## config.mk

```make
export PLATFORM = sky130hd
export DESIGN_NAME = fcb_bank
export DESIGN_NICKNAME = d
export VERILOG_FILES = /design/src/rtl/fcb_pkg.sv /design/src/rtl/fcb_bank.sv /design/src/rtl/fcb_coef_reg.sv /design/src/rtl/fcb_fir.sv
export SDC_FILE = /design/constraint.sdc
export NUM_CORES = 2
export LEC_CHECK = 0
export BUFFER_PORTS_ARGS = -buffer_cell sky130_fd_sc_hd__buf_2
export CORE_MARGIN = 2
export CORE_UTILIZATION = 30
export CTS_BUF_LIST = sky130_fd_sc_hd__clkbuf_8
export CTS_CLUSTER_DIAMETER = 120
export DETAILED_ROUTE_END_ITERATION = 10
export PLACE_DENSITY = 0.43
export SLEW_MARGIN = 20
export SYNTH_ARGS = -nofsm -noshare
export SYNTH_HDL_FRONTEND = slang
export SYNTH_SLANG_ARGS = --single-unit
```

## constraint.sdc

```tcl
create_clock -name mclk -period 15.1 [get_ports mclk]
set_input_delay 4.53 -clock mclk [delete_from_list [all_inputs] [get_ports mclk]]
set_output_delay 4.53 -clock mclk [all_outputs]
set_load 0.05 [all_outputs]
```

## src/rtl/fcb_pkg.sv

```systemverilog
// Package: register map, field layout and sizes of the channel B tap bank
package fcb_pkg;

    // Bank geometry
    localparam int NUM_BANK = 4;
    localparam int REG_W = 16;
    localparam int COEF_W = 12;
    localparam int CTR_W = 18;
    localparam int NUM_TAPS = 9;
    localparam int BUS_W = 32;
    localparam int ADDR_W = 32;

    // Register indices; the byte address is four times the index
    localparam logic [11:0] IDX_TAP6 = 12'h453;
    localparam logic [11:0] IDX_TAP7 = 12'h455;
    localparam logic [11:0] IDX_TAP8 = 12'h457;
    localparam logic [11:0] IDX_TAP9 = 12'h459;
    localparam logic [11:0] BANK_IDX [NUM_BANK] = '{
        IDX_TAP6, IDX_TAP7, IDX_TAP8, IDX_TAP9
    };
    localparam int IDX_LSB = 2;
    localparam int IDX_W = 12;

    // Field layout
    localparam int COEF_LSB = 0;
    localparam int COEF_MSB = 11;
    localparam int RSVD_LSB = 12;
    localparam int RSVD_MSB = 15;
    localparam int CTR_MSB = 17;

    // Reset values
    localparam logic [REG_W-1:0] COEF_RST = 16'h0000;
    localparam logic [BUS_W-1:0] RDATA_RST = 32'h0000_0000;

    // AHB-Lite encodings
    localparam logic [1:0] HTRANS_NONSEQ = 2'b10;
    localparam logic [1:0] HTRANS_SEQ = 2'b11;
    localparam logic HRESP_OKAY = 1'b0;

endpackage : fcb_pkg

```

## src/rtl/fcb_bank.sv

```systemverilog
// Channel B upper-tap coefficient bank with AHB-Lite slave and filter
//
// Contract
// (RULE_01) Each coefficient sits in bits 11:0 and is signed two's complement.
// (RULE_02) Index 0x453 holds the tap six coefficient in dual-channel mode.
// (RULE_03) Index 0x455 holds the tap seven coefficient in dual-channel mode.
// (RULE_04) Index 0x457 holds the tap eight coefficient in dual-channel mode.
// (RULE_05) Index 0x459 holds the ninth and last tap coefficient.
// (RULE_06) Reads return bit 11 as zero and the rest as written.
// (RULE_07) Every register resets to zero, reserved bits included.
// (RULE_08) Bits 15:12 are read-write storage that the filter ignores.
// (RULE_09) Nine taps; the fifth is 18 bits wide and the others 12 bits.
// (RULE_10) The output sums nine newest samples by tap, tap one on the newest.
// (RULE_11) A written coefficient applies to later samples without a load.
//
// The AHB-Lite slave port was left to the implementer.
module fcb_bank
    import fcb_pkg::*;
#(
    parameter int SAMP_W = 12,
    parameter int ACC_W = 34
) (
    // Clock and reset
    input wire logic mclk,
    input wire logic rst_n,
    // AHB-Lite slave
    input wire logic hsel,
    input wire logic [fcb_pkg::ADDR_W-1:0] haddr,
    input wire logic [1:0] htrans,
    input wire logic hwrite,
    input wire logic [2:0] hsize,
    input wire logic [fcb_pkg::BUS_W-1:0] hwdata,
    input wire logic hready,
    output logic [fcb_pkg::BUS_W-1:0] hrdata,
    output logic hreadyout,
    output logic hresp,
    // Converter mode
    input wire logic dualChanMode,
    // Coefficients of taps one to five from the neighbouring banks
    input wire logic [fcb_pkg::COEF_W-1:0] tap1Coef,
    input wire logic [fcb_pkg::COEF_W-1:0] tap2Coef,
    input wire logic [fcb_pkg::COEF_W-1:0] tap3Coef,
    input wire logic [fcb_pkg::COEF_W-1:0] tap4Coef,
    input wire logic [fcb_pkg::CTR_W-1:0] centerTapCoef,
    // Channel B samples
    input wire logic sampleValid,
    input wire logic [SAMP_W-1:0] sampleIn,
    // Coefficient fields towards the datapath
    output logic [fcb_pkg::COEF_W-1:0] tap6Coef,
    output logic [fcb_pkg::COEF_W-1:0] tap7Coef,
    output logic [fcb_pkg::COEF_W-1:0] tap8Coef,
    output logic [fcb_pkg::COEF_W-1:0] tap9Coef,
    // Filter result
    output logic [ACC_W-1:0] filtOut,
    output logic filtValid
);
    import fcb_pkg::*;

    // Register storage
    logic [REG_W-1:0] coefQ [NUM_BANK];
    logic [REG_W-1:0] coefNext [NUM_BANK];
    logic [NUM_BANK-1:0] wrEn;
    logic [NUM_BANK-1:0] addrHit;

    // Bus phase state
    logic wrPend_reg;
    logic wrPend_next;
    logic [NUM_BANK-1:0] wrSel_reg;
    logic [NUM_BANK-1:0] wrSel_next;
    logic [BUS_W-1:0] rdata_reg;
    logic [BUS_W-1:0] rdata_next;
    logic ready_reg;
    logic ready_next;
    logic resp_reg;
    logic resp_next;

    // Address phase qualification
    logic addrPhase;
    logic idxAligned;
    logic [IDX_W-1:0] reqIdx;
    logic upperZero;

    // Filter coefficient vector
    logic [NUM_TAPS-1:0][CTR_W-1:0] filtCoefs;

    assign addrPhase = hsel && hready &&
                       (htrans == HTRANS_NONSEQ || htrans == HTRANS_SEQ);
    assign reqIdx = haddr[IDX_LSB +: IDX_W];
    assign idxAligned = (haddr[IDX_LSB-1:0] == 2'b00);
    assign upperZero = (haddr[ADDR_W-1:IDX_LSB+IDX_W] == '0);

    genvar b;
    generate
        for (b = 0; b < NUM_BANK; b++) begin : g_bank
            // RULE_02 RULE_03 RULE_04 RULE_05 below via BANK_IDX
            assign addrHit[b] = idxAligned && upperZero &&
                                (reqIdx == BANK_IDX[b]); // RULE_02
            assign wrEn[b] = wrPend_reg && wrSel_reg[b];
            // Value after this cycle, so a read right behind a write sees it
            assign coefNext[b] = wrEn[b] ? hwdata[REG_W-1:0] : coefQ[b];

            fcb_coef_reg u_coef (
                .mclk(mclk),
                .rst_n(rst_n),
                .wrEn(wrEn[b]),
                .wrData(hwdata[REG_W-1:0]),
                .regQ(coefQ[b])
            );
        end
    endgenerate

    // Bus state next values
    always_comb begin
        logic [REG_W-1:0] rv;
        rv = '0;
        wrPend_next = 1'b0;
        wrSel_next = '0;
        rdata_next = rdata_reg;
        ready_next = 1'b1;
        resp_next = HRESP_OKAY;
        if (addrPhase) begin
            rdata_next = RDATA_RST;
            if (hwrite) begin
                wrPend_next = |addrHit;
                wrSel_next = addrHit;
            end else begin
                for (int i = 0; i < NUM_BANK; i++) begin
                    if (addrHit[i]) begin
                        rv = coefNext[i];
                    end
                end
                // Bit 11 always reads back as zero
                rdata_next = BUS_W'({rv[RSVD_MSB:RSVD_LSB], 1'b0,
                                     rv[COEF_MSB-1:COEF_LSB]}); // RULE_06
            end
        end
    end

    always_ff @(posedge mclk or negedge rst_n) begin
        if (!rst_n) begin
            wrPend_reg <= 1'b0;
            wrSel_reg <= '0;
            rdata_reg <= RDATA_RST;
            ready_reg <= 1'b1;
            resp_reg <= HRESP_OKAY;
        end else begin
            wrPend_reg <= wrPend_next;
            wrSel_reg <= wrSel_next;
            rdata_reg <= rdata_next;
            ready_reg <= ready_next;
            resp_reg <= resp_next;
        end
    end

    assign hrdata = rdata_reg;
    assign hreadyout = ready_reg;
    assign hresp = resp_reg;

    // Coefficient fields straight from storage; reserved bits dropped
    assign tap6Coef = coefQ[0][COEF_MSB:COEF_LSB]; // RULE_02
    assign tap7Coef = coefQ[1][COEF_MSB:COEF_LSB]; // RULE_03
    assign tap8Coef = coefQ[2][COEF_MSB:COEF_LSB]; // RULE_04
    assign tap9Coef = coefQ[3][COEF_MSB:COEF_LSB]; // RULE_05

    // Sign-extend every 12-bit tap; the center tap is already full width
    always_comb begin
        filtCoefs[0] = CTR_W'(signed'(tap1Coef)); // RULE_01
        filtCoefs[1] = CTR_W'(signed'(tap2Coef));
        filtCoefs[2] = CTR_W'(signed'(tap3Coef));
        filtCoefs[3] = CTR_W'(signed'(tap4Coef));
        filtCoefs[4] = centerTapCoef[CTR_MSB:0]; // RULE_09
        for (int i = 0; i < NUM_BANK; i++) begin
            // Live register contents feed the taps directly
            filtCoefs[5+i] = CTR_W'(signed'(
                coefQ[i][COEF_MSB:COEF_LSB])); // RULE_01 RULE_08 RULE_11
        end
    end

    // Filter runs only in dual-channel mode
    fcb_fir #(
        .SAMP_W(SAMP_W),
        .ACC_W(ACC_W)
    ) u_fir (
        .mclk(mclk),
        .rst_n(rst_n),
        .enable(dualChanMode),
        .sampleValid(sampleValid),
        .sampleIn(sampleIn),
        .coefs(filtCoefs),
        .filtOut(filtOut),
        .filtValid(filtValid)
    ); // RULE_09 RULE_10

endmodule // fcb_bank

```

## src/rtl/fcb_coef_reg.sv

```systemverilog
// One 16-bit coefficient register with write enable
module fcb_coef_reg
    import fcb_pkg::*;
(
    // Clock and reset
    input wire logic mclk,
    input wire logic rst_n,
    // Write side
    input wire logic wrEn,
    input wire logic [fcb_pkg::REG_W-1:0] wrData,
    // Stored value
    output logic [fcb_pkg::REG_W-1:0] regQ
);
    logic [REG_W-1:0] val_reg;
    logic [REG_W-1:0] val_next;

    // Reserved bits are stored as written
    always_comb begin
        val_next = val_reg;
        if (wrEn) begin
            val_next = wrData; // RULE_08
        end
    end

    always_ff @(posedge mclk or negedge rst_n) begin
        if (!rst_n) begin
            val_reg <= COEF_RST; // RULE_07
        end else begin
            val_reg <= val_next;
        end
    end

    assign regQ = val_reg;

endmodule // fcb_coef_reg

```

## src/rtl/fcb_fir.sv

```systemverilog
// Nine-tap equaliser filter datapath for channel B
module fcb_fir
    import fcb_pkg::*;
#(
    parameter int SAMP_W = 12,
    parameter int ACC_W = 34
) (
    // Clock and reset
    input wire logic mclk,
    input wire logic rst_n,
    // Mode and samples
    input wire logic enable,
    input wire logic sampleValid,
    input wire logic [SAMP_W-1:0] sampleIn,
    // Coefficients, sign-extended to the center tap width, tap 1 first
    input wire logic [fcb_pkg::NUM_TAPS-1:0][fcb_pkg::CTR_W-1:0] coefs,
    // Result
    output logic [ACC_W-1:0] filtOut,
    output logic filtValid
);
    logic [SAMP_W-1:0] line_reg [NUM_TAPS-1];
    logic [SAMP_W-1:0] line_next [NUM_TAPS-1];
    logic [SAMP_W-1:0] window [NUM_TAPS];
    logic signed [ACC_W-1:0] prod [NUM_TAPS];
    logic [ACC_W-1:0] acc_reg;
    logic [ACC_W-1:0] acc_next;
    logic valid_reg;
    logic valid_next;

    assign window[0] = sampleIn;

    genvar k;
    generate
        for (k = 0; k < NUM_TAPS; k++) begin : g_tap
            logic signed [ACC_W-1:0] cx;
            logic signed [ACC_W-1:0] sx;
            if (k > 0) begin : g_win
                assign window[k] = line_reg[k-1];
            end
            assign cx = ACC_W'(signed'(coefs[k]));
            assign sx = ACC_W'(signed'(window[k]));
            assign prod[k] = cx * sx; // RULE_10
        end
    endgenerate

    always_comb begin
        logic signed [ACC_W-1:0] sum;
        sum = '0;
        acc_next = acc_reg;
        valid_next = 1'b0;
        for (int i = 0; i < NUM_TAPS - 1; i++) begin
            line_next[i] = line_reg[i];
        end
        if (enable && sampleValid) begin
            for (int i = 0; i < NUM_TAPS; i++) begin
                sum = sum + prod[i]; // RULE_10
            end
            acc_next = sum;
            valid_next = 1'b1;
            line_next[0] = sampleIn;
            for (int i = 1; i < NUM_TAPS - 1; i++) begin
                line_next[i] = line_reg[i-1];
            end
        end
    end

    always_ff @(posedge mclk or negedge rst_n) begin
        if (!rst_n) begin
            acc_reg <= '0;
            valid_reg <= 1'b0;
            for (int i = 0; i < NUM_TAPS - 1; i++) begin
                line_reg[i] <= '0;
            end
        end else begin
            acc_reg <= acc_next;
            valid_reg <= valid_next;
            for (int i = 0; i < NUM_TAPS - 1; i++) begin
                line_reg[i] <= line_next[i];
            end
        end
    end

    assign filtOut = acc_reg;
    assign filtValid = valid_reg;

endmodule // fcb_fir

```

======== Yosys cells after proc, flatten, opt, wreduce, memory -nomap -nowiden ========
Cells that the tools add are included.
W data, S select, Z words.
storage, ports and cells
  register bits ........................... 232
  latch bits .............................. 0
  RAM bits ................................ 0
  bits in read-only memories .............. 0
  input port bits ......................... 154
  output and inout bits ................... 117
  word-level logic and storage cells ...... 70
  memories ................................ 0
cells by class
  $add $sub $neg .......................... 8
  multipliers ............................. 9
  div/mod/pow operators ................... 0
  order comparisons ....................... 0
  equality and inequality tests ........... 6
  shift operators ......................... 0
  multiplexer cells ....................... 14
  bitwise operators ....................... 0
  reductions and logical operators ........ 16
operator list
  cell                    number
  $add A34 B34 Y34        8
  $mul A12 B12 Y24        8
  $mux W16                9
  $eq A12 B11 Y1 const B  4
  $mul A18 B12 Y30        1
  $logic_not A18 Y1       1
  $logic_and A1 B1 Y1     12
  $mux W4                 2
  $eq A2 B2 Y1 const B    2
  $reduce_or A4 Y1        1
  $mux W1                 3
  $logic_not A2 Y1        1
  $logic_or A1 B1 Y1      1

======== Longest topological paths before layout ========
  depth in word-level cells ............... 9
  depth in mapped cells ................... 40

======== Modules after synthesis ========
Synthesis repeated with hierarchy kept, for this count alone.
second synthesis, totals
  cell total of the unflattened synthesis .. 8484
  area total of the unflattened synthesis .. 81247.9 um2
modules (own cells, without submodules)
  module        times used  cells each  area each (um2)  seq. area each (um2)
  fcb_fir       1           8088        76502.1          3278.1
  fcb_coef_reg  4           34          649.4            400.4
  fcb_bank      1           260         2148.3           500.5

======== Least setup slack after synthesis ========
OpenSTA, ideal clock, no wires.
  path kind ............................... in2reg
  from .................................... in tap4Coef[11] in the netlist's numbering
  to ...................................... reg u_fir.acc_reg[31], in the netlist u_fir.filtOut[31]
  setup time .............................. 0.121 ns
  data arrival time ....................... 13.125 ns
  required time ........................... 14.979 ns
  slack ................................... 1.854 ns
  stages on the path ...................... 34
  cells stage by stage .................... clkbuf_1 > and2_1 > fa_1 > inv_1 > fa_1 > fa_1 > fa_1 > inv_1 > fa_1 > ha_1 > clkbuf_1 > a21o_1 > a21oi_1 > a21oi_1 > a21oi_1 > a21oi_1 > a21o_1 > a21o_1 > xnor2_1 > fa_1 > inv_1 > fa_1 > fa_1 > fa_1 > inv_1 > ha_1 > inv_1 > nor3_1 > and3_1 > and3_1 > a211o_1 > o211ai_1 > and2_1 > a22o_1
between the ends
  cells in the longest elaborated chain, start to end .. 7
RTL lines
  element                         line            text
  from (decl)                     fcb_bank.sv:43  input wire logic [fcb_pkg::COEF_W-1:0] tap4Coef,
  $mul A12 B12 Y24                fcb_fir.sv:42   assign prod[k] = cx * sx;
  $add A34 B34 Y34 (6 in series)  fcb_fir.sv:56   sum = sum + prod[i];
  to (signal assigned)            fcb_fir.sv:75   acc_reg <= acc_next;
  to (decl)                       fcb_fir.sv:25   logic [ACC_W-1:0] acc_reg;
No other way between the ends.
A chain may end at the register's enable or synchronous reset.

======== Final worst setup path ========
  from .................................... in sampleIn[4]
  to ...................................... reg u_fir.acc_reg[31], in the netlist u_fir.filtOut[31]
between the ends
  cells in the longest elaborated chain, start to end .. 9
RTL lines
  element                         line            text
  from (decl)                     fcb_bank.sv:47  input wire logic [SAMP_W-1:0] sampleIn,
  $mul A12 B12 Y24                fcb_fir.sv:42
  $add A34 B34 Y34 (8 in series)  fcb_fir.sv:56
No other way between the ends.

==> flow_metrics.env <==
export IMPL_r2r_start="g_bank[0].u_coef.regQ[6]"
export IMPL_cts_resized=0
export IMPL_final_cells=10200
export IMPL_path_class="in -> reg"
export IMPL_grt_use_total_pct=17.6
export IMPL_grt_pass1_vias=50400
export IMPL_end_kind="register"
export IMPL_coreArea_um2=219000
export IMPL_clock_sinks=215
export IMPL_areaGrowthSynthToFinish_pct=6.89
export IMPL_hold_path_class="reg -> reg"
export IMPL_r2r_setup_slack_ps=4070
export IMPL_final_cell_mix="1888 x inv_1, 1496 x fa_1, 1207 x nand2_1"
export IMPL_clk_pin_slew_ps=60
export IMPL_io_pins=271
export IMPL_clock_path_buffers=3
export IMPL_min_period_ps=13770
export IMPL_drive_gt1_share_pct=5.93
export IMPL_wl_per_cell_um=18.7
export IMPL_fin_setup_tns_ps=0
export IMPL_drt_pass1_iterations=5
export IMPL_cts_tree="done"
export IMPL_worstPathMaxFanout=13
export IMPL_crit_required_ps=15690
export IMPL_die_height_um=473
export IMPL_die_area_um2=224000
export IMPL_critPathArrivalTime_ps=14360
export IMPL_fin_skew_ps=55.5
export IMPL_nets=9456
export IMPL_startpoint_type="input port"
export IMPL_synth_async_sr_flop_share_pct=100
export IMPL_gp_routability_congestion=0.857
export IMPL_hold_viol=0
export IMPL_rr_worst_depth=33
export IMPL_ys_types=80
export IMPL_place_inst=10100
export IMPL_finalCritPeriodShare_pct=91.2
export IMPL_min_path_cells=1
export IMPL_synth_cells=7317
export IMPL_cp_slowest_stage_delay_ps=900
export IMPL_fillers=23100
export IMPL_drt_iter0_markers=2050
export IMPL_antenna_found_initial=14
export IMPL_slew_viol_final=0
export IMPL_cts_buffers=47
export IMPL_numPortBuffers=231
export IMPL_yosys_warnings=0
export IMPL_start_util_pct=30.1
export IMPL_drv_cap=0
export IMPL_synthesis_area_um2=66000
export IMPL_cp_slowest_cell="fa_1"
export IMPL_status="completed"
export IMPL_ys_flop_type="dfrtp_1"
export IMPL_syn_avg_cell_area_um2=9.02
export IMPL_grt_pass1_wl_um=303000
export IMPL_vias=46300
export IMPL_clk_latency_ps=740
export IMPL_dieWidth_um=473
export IMPL_htreeDepth=2
export IMPL_via_per_inst=4.54
export IMPL_largest_reg_flops=96
export IMPL_slew_headroom_pct=33.2
export IMPL_seq_area_frac_synth_pct=8.15
export IMPL_r2r_end="u_fir.filtOut[31]"
export IMPL_synth_edff_count=0
export IMPL_rsz0062_at_grt="false"
export IMPL_ys_ff_latch=215
export IMPL_grt_overflow=0
export IMPL_crit_top_cell="fa_1"
export IMPL_ctsHoldBuffers=0
export IMPL_layout_commonest_cell="inv_1"
export IMPL_worst_slew_pin_slew_ps=1000
export IMPL_drc=0
export IMPL_wirelength_um=191000
export IMPL_cts_setup_buffers=0
export IMPL_ant_nets=0
export IMPL_cp_startpoint="sampleIn[4]"
export IMPL_fmaxAchievable_mhz=72.6
export IMPL_root_buffer="clkbuf_8"
export IMPL_min_to="hrdata[7]"
export IMPL_hp_start="hrdata[7]"
export IMPL_dp_hpwl_um=160000
export IMPL_rows=172
export IMPL_setup_violations=0
export IMPL_grt_max_degree=111
==> cell families (layout without fill, tap and decap cells) <==
group                      Yosys count  in the layout  synth area share, %
other                                2             23               0.0114
and+or+nand+nor                   2049           2049                 14.3
xor gates and xnor gates           263            263                 3.49
buffers and inverters             2232           2229                 13.1
AOI/OAI and AO/OA                  486            486                 4.80
adders and majority gates         2003           2003                 55.0
muxes                               67             67                 1.14
DFF                                215            215                 8.15
==> critical path, delay by kind of cell <==
family | cells | cell delay, ps
adder cells (fa/ha/maj) | 11 | 5590
AND/OR/NAND/NOR | 5 | 990
buffers and inverters | 7 | 820
AO/OA/AOI/OAI | 10 | 2230
XOR/XNOR | 1 | 140
==> worst max-delay path by stage <==
stage | endpoint | slack (ps) | cells after the start
2_1_floorplan | u_fir.filtOut[31] | 1850 | 34
3_3_place_gp | u_fir.filtOut[31] | 690 | 34
3_5_place_dp | u_fir.filtOut[31] | 610 | 34
4_1_cts | u_fir.filtOut[31] | 1360 | 35
5_1_grt | u_fir.filtOut[31] | 810 | 35
6_report | u_fir.filtOut[31] | 1330 | 34
==> metrics by stage <==
stage	utilization [%]	setup WS, ps	instance area [µm²]	hold WS, ps
after floorplan	-	1850	66100	451
after global placement	31.7	693	69500	459
after detailed placement	31.7	609	69500	465
after CTS	32.2	1360	70600	476
after global routing	32.2	805	70600	479
final	32.2	1330	70600	474
==> Yosys cell counts (all sizes together), types with 63 or more instances <==
cell type	instances	area, µm²
nor2	133	516
fa	1496	29900
buf	72	546
clkbuf	272	1020
and2	422	2640
dfrtp	215	5380
o21ai	100	500
nand2	1208	4530
xnor2	188	1650
mux2	65	732
a21o	63	473
inv	1883	7070
a21oi	159	830
ha	507	6340
xor2	75	657
nand2b	95	594
==> layout make-up <==
class,count,area [µm²],area share (%)
Sequential cell,215,5380,7.62
Antenna cell,4,10.0,0.0142
Inverter,1888,7090,10.0
Clock buffer,59,812,1.15
Multi-Input combinational cell,4887,52100,73.8
Clock inverter,22,213,0.301
Timing Repair Buffer,260,1400,1.98
Tap cell,2871,3590,5.09
==> routing by layer <==
metal	track usage [%]	part of all wire, %
met1	24.1	45
met4	3.10	1.8
met5	0	0
met2	30.7	50
met3	1.39	3.1
Power is not shown: default switching activity piles up to over one toggle a cycle in this logic, so the estimate is an artifact.
